## config.mk

```make
export PLATFORM = sky130hd
export DESIGN_NAME = oscillator_control_status_regs
export DESIGN_NICKNAME = d
export VERILOG_FILES = /design/src/osc_ctrl_pkg.sv /design/src/oscillator_control_status_regs.sv
export SDC_FILE = /design/constraint.sdc
export NUM_CORES = 1
export LEC_CHECK = 0
export BUFFER_PORTS_ARGS = -buffer_cell sky130_fd_sc_hd__buf_4
export CAP_MARGIN = 40
export CORE_MARGIN = 2
export CORE_UTILIZATION = 35
export DETAILED_ROUTE_END_ITERATION = 8
export PLACE_DENSITY_LB_ADDON = 0.25
export SYNTH_ARGS = -nofsm -noshare
export SYNTH_HDL_FRONTEND = slang
export SYNTH_SLANG_ARGS = --single-unit
```

## constraint.sdc

```tcl
create_clock -name clk -period 1.35 [get_ports clk]
set_input_delay 0.135 -clock clk [delete_from_list [all_inputs] [get_ports clk]]
set_output_delay 0.135 -clock clk [all_outputs]
set_load 0.1 [all_outputs]
```

## src/osc_ctrl_pkg.sv

```systemverilog
// Constants, offsets, field layouts and encodings of the oscillator control registers.
// Assumes a 25 MHz system clock and a 16-bit plain register port.
package osc_ctrl_pkg;

	// Register port widths
	localparam int ADDR_W = 4;
	localparam int DATA_W = 16;
	typedef logic [ADDR_W-1:0] addr_t;
	typedef logic [DATA_W-1:0] data_t;

	// Register offsets
	localparam addr_t OFF_OSC_CTRL = 4'h0;
	localparam addr_t OFF_CLK_DIV = 4'h1;
	localparam addr_t OFF_PLL_FBD = 4'h2;
	localparam addr_t OFF_FRC_TUN = 4'h3;

	// Oscillator control field positions
	localparam int SRC_W = 3;
	localparam int CUR_SRC_LSB = 12;
	localparam int NEW_SRC_LSB = 8;
	localparam int LOCK_EN_BIT = 7;
	localparam int PIN_LOCK_BIT = 6;
	localparam int PLL_LOCK_BIT = 5;
	localparam int CLK_FAIL_BIT = 3;
	localparam int SEC_OSC_BIT = 1;
	localparam int SWITCH_REQ_BIT = 0;

	// Clock source encoding, shared by current and new source fields
	typedef enum logic [SRC_W-1:0] {
		SRC_FAST_RC,
		SRC_FAST_RC_PLL,
		SRC_PRIMARY,
		SRC_PRIMARY_PLL,
		SRC_SECONDARY,
		SRC_LOW_POWER_RC,
		SRC_FAST_RC_DIV16,
		SRC_FAST_RC_DIVN
	} source_e;

	// Clock divisor field positions and widths
	localparam int DOZE_W = 3;
	localparam int DOZE_LSB = 12;
	localparam int DOZE_EN_BIT = 11;
	localparam int FRC_POST_W = 3;
	localparam int FRC_POST_LSB = 8;
	localparam int PLL_POST_W = 2;
	localparam int PLL_POST_LSB = 6;
	localparam int PLL_PRE_W = 5;
	localparam int PLL_PRE_LSB = 0;

	// Feedback divisor and tuning widths
	localparam int PLL_FBD_W = 9;
	localparam int FRC_TUN_W = 6;

	// Reset values
	localparam logic [DOZE_W-1:0] DOZE_RESET = 3'h0;
	localparam logic DOZE_EN_RESET = 1'b0;
	localparam logic [FRC_POST_W-1:0] FRC_POST_RESET = 3'h0;
	localparam logic [PLL_POST_W-1:0] PLL_POST_RESET = 2'h0;
	localparam logic [PLL_PRE_W-1:0] PLL_PRE_RESET = 5'h00;
	localparam logic [PLL_FBD_W-1:0] PLL_FBD_RESET = 9'h000;
	localparam logic [FRC_TUN_W-1:0] FRC_TUN_RESET = 6'h00;

	// Clock switch settling time
	localparam int CLK_PERIOD_NS = 40;
	localparam int SWITCH_TIME_NS = 400;
	localparam int SWITCH_CYCLES = (SWITCH_TIME_NS + CLK_PERIOD_NS - 1) / CLK_PERIOD_NS;
	localparam int SW_CNT_W = 4;

	// Clock switch sequencer states
	typedef enum logic [0:0] {
		SW_IDLE,
		SW_BUSY
	} sw_state_e;

endpackage

```

## src/oscillator_control_status_regs.sv

```systemverilog
// Oscillator control, clock divisor, feedback divisor and fast RC tuning registers.
// Assumes resetn is the power-on reset and that the lock and fail inputs are asynchronous.
//
// The address map and the strobed register port were chosen for this implementation.
module oscillator_control_status_regs (
	input wire logic clk, // System clock
	input wire logic resetn, // Power-on reset, active low
	input wire osc_ctrl_pkg::addr_t addr, // Register address
	input wire osc_ctrl_pkg::data_t wdata, // Write data
	input wire logic wr, // Write strobe
	input wire logic rd, // Read strobe
	output osc_ctrl_pkg::data_t rdata, // Read data, cycle after rd
	input wire logic [osc_ctrl_pkg::SRC_W-1:0] initialSourceSel, // Configured start-up source
	input wire logic pllLockIn, // PLL lock level, asynchronous
	input wire logic clockFailIn, // Clock fail level, asynchronous
	output logic [osc_ctrl_pkg::SRC_W-1:0] currentSource, // Active clock source
	output logic switchBusy, // Clock switch in progress
	output logic pinSelectLock, // Pin select lock
	output logic secondaryOscEnable, // Secondary oscillator enable
	output logic [osc_ctrl_pkg::DOZE_W-1:0] dozeRatio, // Doze ratio
	output logic dozeEnable, // Doze mode enable
	output logic [osc_ctrl_pkg::FRC_POST_W-1:0] frcPostscale, // Fast RC postscaler
	output logic [osc_ctrl_pkg::PLL_POST_W-1:0] pllPostscale, // PLL postscaler
	output logic [osc_ctrl_pkg::PLL_PRE_W-1:0] pllPrescale, // PLL prescaler
	output logic [osc_ctrl_pkg::PLL_FBD_W-1:0] pllFeedbackDiv, // PLL feedback divisor
	output logic [osc_ctrl_pkg::FRC_TUN_W-1:0] frcTuning // Fast RC trim value
);
	import osc_ctrl_pkg::*;

	// Control register state
	logic strapTaken_reg;
	logic [SRC_W-1:0] curSrc_reg;
	logic [SRC_W-1:0] newSrc_reg;
	logic lockEn_reg;
	logic pinLock_reg;
	logic clkFail_reg;
	logic secOsc_reg;
	logic switchReq_reg;

	// Synchroniser stages
	logic pllSync1_reg;
	logic pllSync2_reg;
	logic failSync1_reg;
	logic failSync2_reg;
	logic failSync3_reg;

	// Divisor, feedback and tuning state
	logic [DOZE_W-1:0] doze_reg;
	logic dozeEn_reg;
	logic [FRC_POST_W-1:0] frcPost_reg;
	logic [PLL_POST_W-1:0] pllPost_reg;
	logic [PLL_PRE_W-1:0] pllPre_reg;
	logic [PLL_FBD_W-1:0] pll_feedback_divisor_reg_reg;
	logic [FRC_TUN_W-1:0] frcTun_reg;

	// Sequencer, read path and decode
	sw_state_e swState_reg;
	logic [SW_CNT_W-1:0] swCnt_reg;
	data_t rdata_reg;
	data_t rdata_next;
	logic wrOsc;
	logic wrDiv;
	logic wrFbd;
	logic wrTun;
	logic failRise;
	logic reqAccept;
	logic switchDone;
	logic reqCancel;

	// Write decode
	assign wrOsc = wr && (addr == OFF_OSC_CTRL);
	assign wrDiv = wr && (addr == OFF_CLK_DIV);
	assign wrFbd = wr && (addr == OFF_PLL_FBD);
	assign wrTun = wr && (addr == OFF_FRC_TUN);

	// Switch request accepted only when lock is clear and not being set now
	assign reqAccept = wrOsc && wdata[SWITCH_REQ_BIT] && !lockEn_reg
		&& !wdata[LOCK_EN_BIT];
	assign switchDone = (swState_reg == SW_BUSY) && (swCnt_reg == SW_CNT_W'(1));
	assign failRise = failSync2_reg && !failSync3_reg;
	// A pending request dropped by a write keeps the sequencer idle as well
	assign reqCancel = wrOsc && !reqAccept && (swState_reg == SW_IDLE);

	// Synchronisers for the PLL lock and clock fail levels
	always_ff @(posedge clk or negedge resetn) begin
		if (!resetn) begin
			pllSync1_reg <= 1'b0;
			pllSync2_reg <= 1'b0;
			failSync1_reg <= 1'b0;
			failSync2_reg <= 1'b0;
			failSync3_reg <= 1'b0;
		end else begin
			pllSync1_reg <= pllLockIn;
			pllSync2_reg <= pllSync1_reg;
			failSync1_reg <= clockFailIn;
			failSync2_reg <= failSync1_reg;
			failSync3_reg <= failSync2_reg;
		end
	end

	// Start-up source caught once after power-on release
	always_ff @(posedge clk or negedge resetn) begin
		if (!resetn) begin
			strapTaken_reg <= 1'b0;
		end else begin
			strapTaken_reg <= 1'b1;
		end
	end

	// Current source: start-up value, then the new source after a switch
	always_ff @(posedge clk or negedge resetn) begin
		if (!resetn) begin
			curSrc_reg <= SRC_FAST_RC;
		end else if (!strapTaken_reg) begin
			curSrc_reg <= initialSourceSel;
		end else if (switchDone) begin
			curSrc_reg <= newSrc_reg;
		end
	end

	// New source field, writable by software
	always_ff @(posedge clk or negedge resetn) begin
		if (!resetn) begin
			newSrc_reg <= SRC_FAST_RC;
		end else if (!strapTaken_reg) begin
			newSrc_reg <= initialSourceSel;
		end else if (wrOsc) begin
			newSrc_reg <= wdata[NEW_SRC_LSB +: SRC_W];
		end
	end

	// Switch lock enable: set by software, cleared only by power-on reset
	always_ff @(posedge clk or negedge resetn) begin
		if (!resetn) begin
			lockEn_reg <= 1'b0;
		end else if (wrOsc && wdata[LOCK_EN_BIT]) begin
			lockEn_reg <= 1'b1;
		end
	end

	// Pin select lock and secondary oscillator enable, plain read-write
	always_ff @(posedge clk or negedge resetn) begin
		if (!resetn) begin
			pinLock_reg <= 1'b0;
			secOsc_reg <= 1'b0;
		end else if (wrOsc) begin
			pinLock_reg <= wdata[PIN_LOCK_BIT];
			secOsc_reg <= wdata[SEC_OSC_BIT];
		end
	end

	// Clock fail flag: hardware sets, software clears by writing zero, set wins
	always_ff @(posedge clk or negedge resetn) begin
		if (!resetn) begin
			clkFail_reg <= 1'b0;
		end else if (failRise) begin
			clkFail_reg <= 1'b1;
		end else if (wrOsc && !wdata[CLK_FAIL_BIT]) begin
			clkFail_reg <= 1'b0;
		end
	end

	// Switch request: set by software when permitted, cleared when the switch ends
	always_ff @(posedge clk or negedge resetn) begin
		if (!resetn) begin
			switchReq_reg <= 1'b0;
		end else if (switchDone) begin
			switchReq_reg <= 1'b0;
		end else if (reqAccept) begin
			switchReq_reg <= 1'b1;
		end else if (reqCancel) begin
			switchReq_reg <= 1'b0; // Cancel before the switch starts
		end
	end

	// Clock switch sequencer: waits the settling time, then changes source
	always_ff @(posedge clk or negedge resetn) begin
		if (!resetn) begin
			swState_reg <= SW_IDLE;
			swCnt_reg <= '0;
		end else begin
			case (swState_reg)
				SW_IDLE: begin
					if (switchReq_reg && !reqCancel) begin
						swState_reg <= SW_BUSY;
						swCnt_reg <= SW_CNT_W'(SWITCH_CYCLES);
					end
				end
				SW_BUSY: begin
					if (switchDone) begin
						swState_reg <= SW_IDLE;
						swCnt_reg <= '0;
					end else begin
						swCnt_reg <= swCnt_reg - SW_CNT_W'(1);
					end
				end
				default: begin
					swState_reg <= SW_IDLE;
					swCnt_reg <= '0;
				end
			endcase
		end
	end

	// Clock divisor fields
	always_ff @(posedge clk or negedge resetn) begin
		if (!resetn) begin
			doze_reg <= DOZE_RESET;
			dozeEn_reg <= DOZE_EN_RESET;
			frcPost_reg <= FRC_POST_RESET;
			pllPost_reg <= PLL_POST_RESET;
			pllPre_reg <= PLL_PRE_RESET;
		end else if (wrDiv) begin
			doze_reg <= wdata[DOZE_LSB +: DOZE_W];
			dozeEn_reg <= wdata[DOZE_EN_BIT];
			frcPost_reg <= wdata[FRC_POST_LSB +: FRC_POST_W];
			pllPost_reg <= wdata[PLL_POST_LSB +: PLL_POST_W];
			pllPre_reg <= wdata[PLL_PRE_LSB +: PLL_PRE_W];
		end
	end

	// PLL feedback divisor
	always_ff @(posedge clk or negedge resetn) begin
		if (!resetn) begin
			pll_feedback_divisor_reg_reg <= PLL_FBD_RESET;
		end else if (wrFbd) begin
			pll_feedback_divisor_reg_reg <= wdata[PLL_FBD_W-1:0];
		end
	end

	// Fast RC tuning value, signed trim code
	always_ff @(posedge clk or negedge resetn) begin
		if (!resetn) begin
			frcTun_reg <= FRC_TUN_RESET;
		end else if (wrTun) begin
			frcTun_reg <= wdata[FRC_TUN_W-1:0];
		end
	end

	// Read mux; unmapped addresses and unused bits read zero
	always_comb begin
		rdata_next = '0;
		case (addr)
			OFF_OSC_CTRL: begin
				rdata_next[CUR_SRC_LSB +: SRC_W] = curSrc_reg;
				rdata_next[NEW_SRC_LSB +: SRC_W] = newSrc_reg;
				rdata_next[LOCK_EN_BIT] = lockEn_reg;
				rdata_next[PIN_LOCK_BIT] = pinLock_reg;
				rdata_next[PLL_LOCK_BIT] = pllSync2_reg;
				rdata_next[CLK_FAIL_BIT] = clkFail_reg;
				rdata_next[SEC_OSC_BIT] = secOsc_reg;
				rdata_next[SWITCH_REQ_BIT] = switchReq_reg;
			end
			OFF_CLK_DIV: begin
				rdata_next[DOZE_LSB +: DOZE_W] = doze_reg;
				rdata_next[DOZE_EN_BIT] = dozeEn_reg;
				rdata_next[FRC_POST_LSB +: FRC_POST_W] = frcPost_reg;
				rdata_next[PLL_POST_LSB +: PLL_POST_W] = pllPost_reg;
				rdata_next[PLL_PRE_LSB +: PLL_PRE_W] = pllPre_reg;
			end
			OFF_PLL_FBD: begin
				rdata_next[PLL_FBD_W-1:0] = pll_feedback_divisor_reg_reg;
			end
			OFF_FRC_TUN: begin
				rdata_next[FRC_TUN_W-1:0] = frcTun_reg;
			end
			default: begin
				rdata_next = '0;
			end
		endcase
	end

	// Read data register, valid only in the cycle after the strobe
	always_ff @(posedge clk or negedge resetn) begin
		if (!resetn) begin
			rdata_reg <= '0;
		end else if (rd) begin
			rdata_reg <= rdata_next;
		end else begin
			rdata_reg <= '0;
		end
	end

	// Outputs straight from flip-flops
	assign rdata = rdata_reg;
	assign currentSource = curSrc_reg;
	assign switchBusy = switchReq_reg;
	assign pinSelectLock = pinLock_reg;
	assign secondaryOscEnable = secOsc_reg;
	assign dozeRatio = doze_reg;
	assign dozeEnable = dozeEn_reg;
	assign frcPostscale = frcPost_reg;
	assign pllPostscale = pllPost_reg;
	assign pllPrescale = pllPre_reg;
	assign pllFeedbackDiv = pll_feedback_divisor_reg_reg;
	assign frcTuning = frcTun_reg;

endmodule // oscillator_control_status_regs

```

==> run summary <==
For the peak clock frequency supported by timing, the log shows 0.733 GHz. Number of cells traversed by the worst register-to-register path: 7. The logs give 7160 um for the aggregate routed wire length and 38 for the distinct cell type count after synthesis. The commonest cells after synthesis are sky130_fd_sc_hd__dfrtp_1 (66), sky130_fd_sc_hd__mux2_2 (24), sky130_fd_sc_hd__mux2i_1 (15), sky130_fd_sc_hd__nor2_1 (15), sky130_fd_sc_hd__mux2_4 (10).

The finished cells cover 4100 um^2. In the routed layout, each cell is associated on average with a via count of 4.79. Synthesis inferred 66 register bits.

After synthesis, the largest area contributor takes up 57.7% of total cell area. The core box area was 7850 um^2; the global-route congestion overflow total was 0. The critical path ends at swCnt_reg[2]. In this run the worst setup path begins at swCnt_reg[0]. Across the run, the number of max-cap violations was 0.

TritonCTS created 9 clock buffers. After synthesis the cells add up to 2860 um^2. The number of diodes is 0, and the number of port buffers is 77. For the smallest hold slack, the log shows 0.0247 ns.

Switching component of the power: 3.68 mW. Of all nets on the critical path, the largest fanout is 3. The worst setup path is launched from a register. The synthesized area per cell is 13.0 um^2, and the total placed instance area is 3740 um^2.

The post-synth net total came out at 252. Predominant post-synthesis flop cell: sky130_fd_sc_hd__dfrtp_1. The fraction of power consumed by the clock network is 19.9%, and the largest buffer count on any clock path is 2.

Of the synthesized area, sequential elements account for 57.7%. Subtracting the final worst setup slack from the clock period gives 1.36 ns. 80 I/O pins were placed. The nature of the critical path endpoint is a register. For the worst setup path, the data arrival time is 1.58 ns. The min-delay analysis places its worst path in the category in -> reg.

TritonCTS built the clock tree. The initial detailed-routing violation count came out at 83. Detailed-placement wirelength estimate: 5160 um. The library cell with the highest instance count after synthesis is sky130_fd_sc_hd__dfrtp_1. The final worst setup slack was -0.0141 ns; the number of setup violations in the final report was 1. Number of slew-limit violations in the final report: 0. Across the VDD grid, the largest voltage drop is 947 uV. Combinational logic burns 46.9% of the power. Counting every sink on the clock net gives 66. Number of standard-cell rows in the floorplan: 32. The number of hold violations in the final report was 0.

The number of antenna violations at the first check in global routing came out at 0. Setup repair after global routing could not meet its margin everywhere. The flip-flop count of the largest register, all copies and words added is 15, and the maximum number of pins on one net before global-route repair is 34.

The number of nets at the end of the flow is 366, and the portion of the clock cycle consumed by the worst path in the final layout is 101%. For this run, asynchronously set or reset flops after synthesis account for 100%. Across all register-to-register paths, the minimum setup slack is -0.01 ns.

The run gives 0.00688 ns as the final worst clock skew. By area the synthesized netlist is led by sky130_fd_sc_hd__dfrtp_1 (58%), sky130_fd_sc_hd__mux2_2 (9.4%), sky130_fd_sc_hd__mux2_4 (5.2%). After detailed routing, the average wire length per cell comes to 16.2 um. The initial utilization of the core area, before any placement, comes to 36.5%. Sequential cells account for 33.2% of the total power. The run finished, with violations left.

The critical path is of the reg -> reg type. The number of enable-type register cells in the synthesized netlist was 0; the via count of the first global-routing pass was 2180. From left edge to right edge, the die measures 94.5 um. The switching share of power is 45.1%, and the count of warnings emitted by yosys is 0. Power spread over the standard cell area amounts to 1990 nW/um^2. For the worst setup path, the data required time is 1.57 ns. In this run the critical register-to-register path is captured at swCnt_reg[2]. The final route contains 2115 vias. Growth of design area from synthesis to finish: 43.1%. CTS clock-pin slew for the worst setup and hold paths: 0.07 ns. The number of design rule violations left after detail routing was 0; the global-route wire length before repair was 11500 um. For the worst-skew pair, the clock arrives at the later sink with an insertion delay of 0.34 ns.

Origin of the worst min-delay path: wdata[11]. Cell internal power was estimated by the tool at 4.49 mW. The count of TritonRoute iterations in the first routing pass was 4; the routability congestion estimate from global placement was 0.789. For the level count of the clock H-tree, the log shows 3. For the total track usage, the log shows 17.4%. The tools report the root buffer cell as sky130_fd_sc_hd__clkbuf_8. Area of the die: 8920 um^2. The fraction of layout cells with a size suffix above 1 came out at 57.4%. The largest total area in the synthesized netlist belongs to sky130_fd_sc_hd__dfrtp_1.

The worst register-to-register path begins at swCnt_reg[0]. Summed over all cells, the static leakage comes to 1.94 nW. The die is 94.5 um tall. The cell count after synthesis came out at 221. The checks that failed: negative setup slack. Once detail routing completed, the nets flagged for antenna violations numbered 0.
[layout make-up]
| type | instances | area, um^2 |
|---|---|---|
| Tap cell | 102 | 128 |
| Fill cell | 709 | 3750 |
| Sequential cell | 66 | 1670 |
| Clock buffer | 13 | 149 |
| Inverter | 4 | 17.5 |
| Clock inverter | 3 | 40.0 |
| Timing Repair Buffer | 117 | 906 |
| Multi-Input combinational cell | 137 | 1190 |
[metrics by stage]
stage / TNS [ns] / worst slack [ns] / cells / utilization [%] / power (mW)
finish: -0.0141 / -0.0141 / 442 / 52.2 / 8.17
global route: -0.525 / -0.103 / 442 / 52.2 / 8.54
CTS: -0.00716 / -0.00716 / 439 / 51.6 / 8.09
detailed placement: -4.88 / -0.277 / 416 / 47.7 / 6.23
global placement: -4.38 / -0.261 / 416 / 47.7 / 6.19
floorplan: -2.73 / -0.197 / 221 / - / 5.31
[routing by layer]
layer	wire, um	GRT usage, %	vias to the layer above
met5	0	0	-
met4	113	7.13	0
met3	261	4.63	8
met2	3560	26.8	38
met1	3220	23.4	1060
li1	-	-	1009
[worst min-delay path by stage]
stage / endpoint / slack (ns) / cells after the start
after floorplan: clkFail_reg / -0.16 / 0
after global placement: pllSync1_reg / 0.03 / 1
after detailed placement: pllSync1_reg / 0.04 / 1
after CTS: dozeRatio[0] / 0.01 / 2
after global routing: dozeEnable / 0.007 / 2
final: dozeEnable / 0.02 / 2
[critical path, stage by stage (launching register included)]
cell and delay, ns:
sky130_fd_sc_hd__dfrtp_1 0.42, sky130_fd_sc_hd__buf_6 0.15, sky130_fd_sc_hd__inv_4 0.04, sky130_fd_sc_hd__ha_4 0.15, sky130_fd_sc_hd__nand2_2 0.06, sky130_fd_sc_hd__buf_6 0.09, sky130_fd_sc_hd__nor3b_2 0.03, sky130_fd_sc_hd__a311o_1 0.31
[repair_timing]
item	CTS	global route
gates cloned	0	0
hold endpoints to repair	55	0
gates resized for setup	12	6
setup buffers	4	3
endpoints found under the setup margin	5	6
pin swaps	4	5
hold buffers	3	0
[cell usage in the layout (no fill, tap or decap), types with 3 or more instances in the layout]
cell                            Yosys  routed
sky130_fd_sc_hd__mux2_2            24      24
sky130_fd_sc_hd__dfrtp_2            0      13
sky130_fd_sc_hd__dfrtp_1           66      52
sky130_fd_sc_hd__nor2_1            15      15
sky130_fd_sc_hd__nor2b_1            5       5
sky130_fd_sc_hd__o21ai_0            6       5
sky130_fd_sc_hd__or2_2              5       5
sky130_fd_sc_hd__mux2_4            10      10
sky130_fd_sc_hd__clkbuf_8           0      10
sky130_fd_sc_hd__clkbuf_1           6       3
sky130_fd_sc_hd__a21oi_1            9       9
sky130_fd_sc_hd__dlygate4sd3_1      0       3
sky130_fd_sc_hd__nand3_1            5       5
sky130_fd_sc_hd__a311oi_1           3       3
sky130_fd_sc_hd__a22oi_1            4       4
sky130_fd_sc_hd__mux2i_1           15      15
sky130_fd_sc_hd__nand2_1            7       6
sky130_fd_sc_hd__a31oi_1            3       3
sky130_fd_sc_hd__nor3b_2            1       3
sky130_fd_sc_hd__buf_4              1     111
sky130_fd_sc_hd__a211oi_1           4       4
[cells by family after synthesis]
| group | synth area share, % |
|---|---|
| AND/OR/NAND/NOR | 9.65 |
| other | 0.262 |
| multiplexers | 19.9 |
| flip-flops | 57.7 |
| buffers and inverters | 3.49 |
| adder cells (fa/ha/maj) | 0.874 |
| AO/OA/AOI/OAI | 8.13 |
[power by group through the flow]
stage                     logic, mW  clock network [mW]  registers [mW]
final                          3.83                1.63            2.72
after global routing           4.01                1.76            2.77
after CTS                      3.72                1.67            2.71
after detailed placement       3.53                   0            2.71
after global placement         3.50                   0            2.70
after floorplan               0.785                   0            4.53
Power figures use the tool's default switching activity.
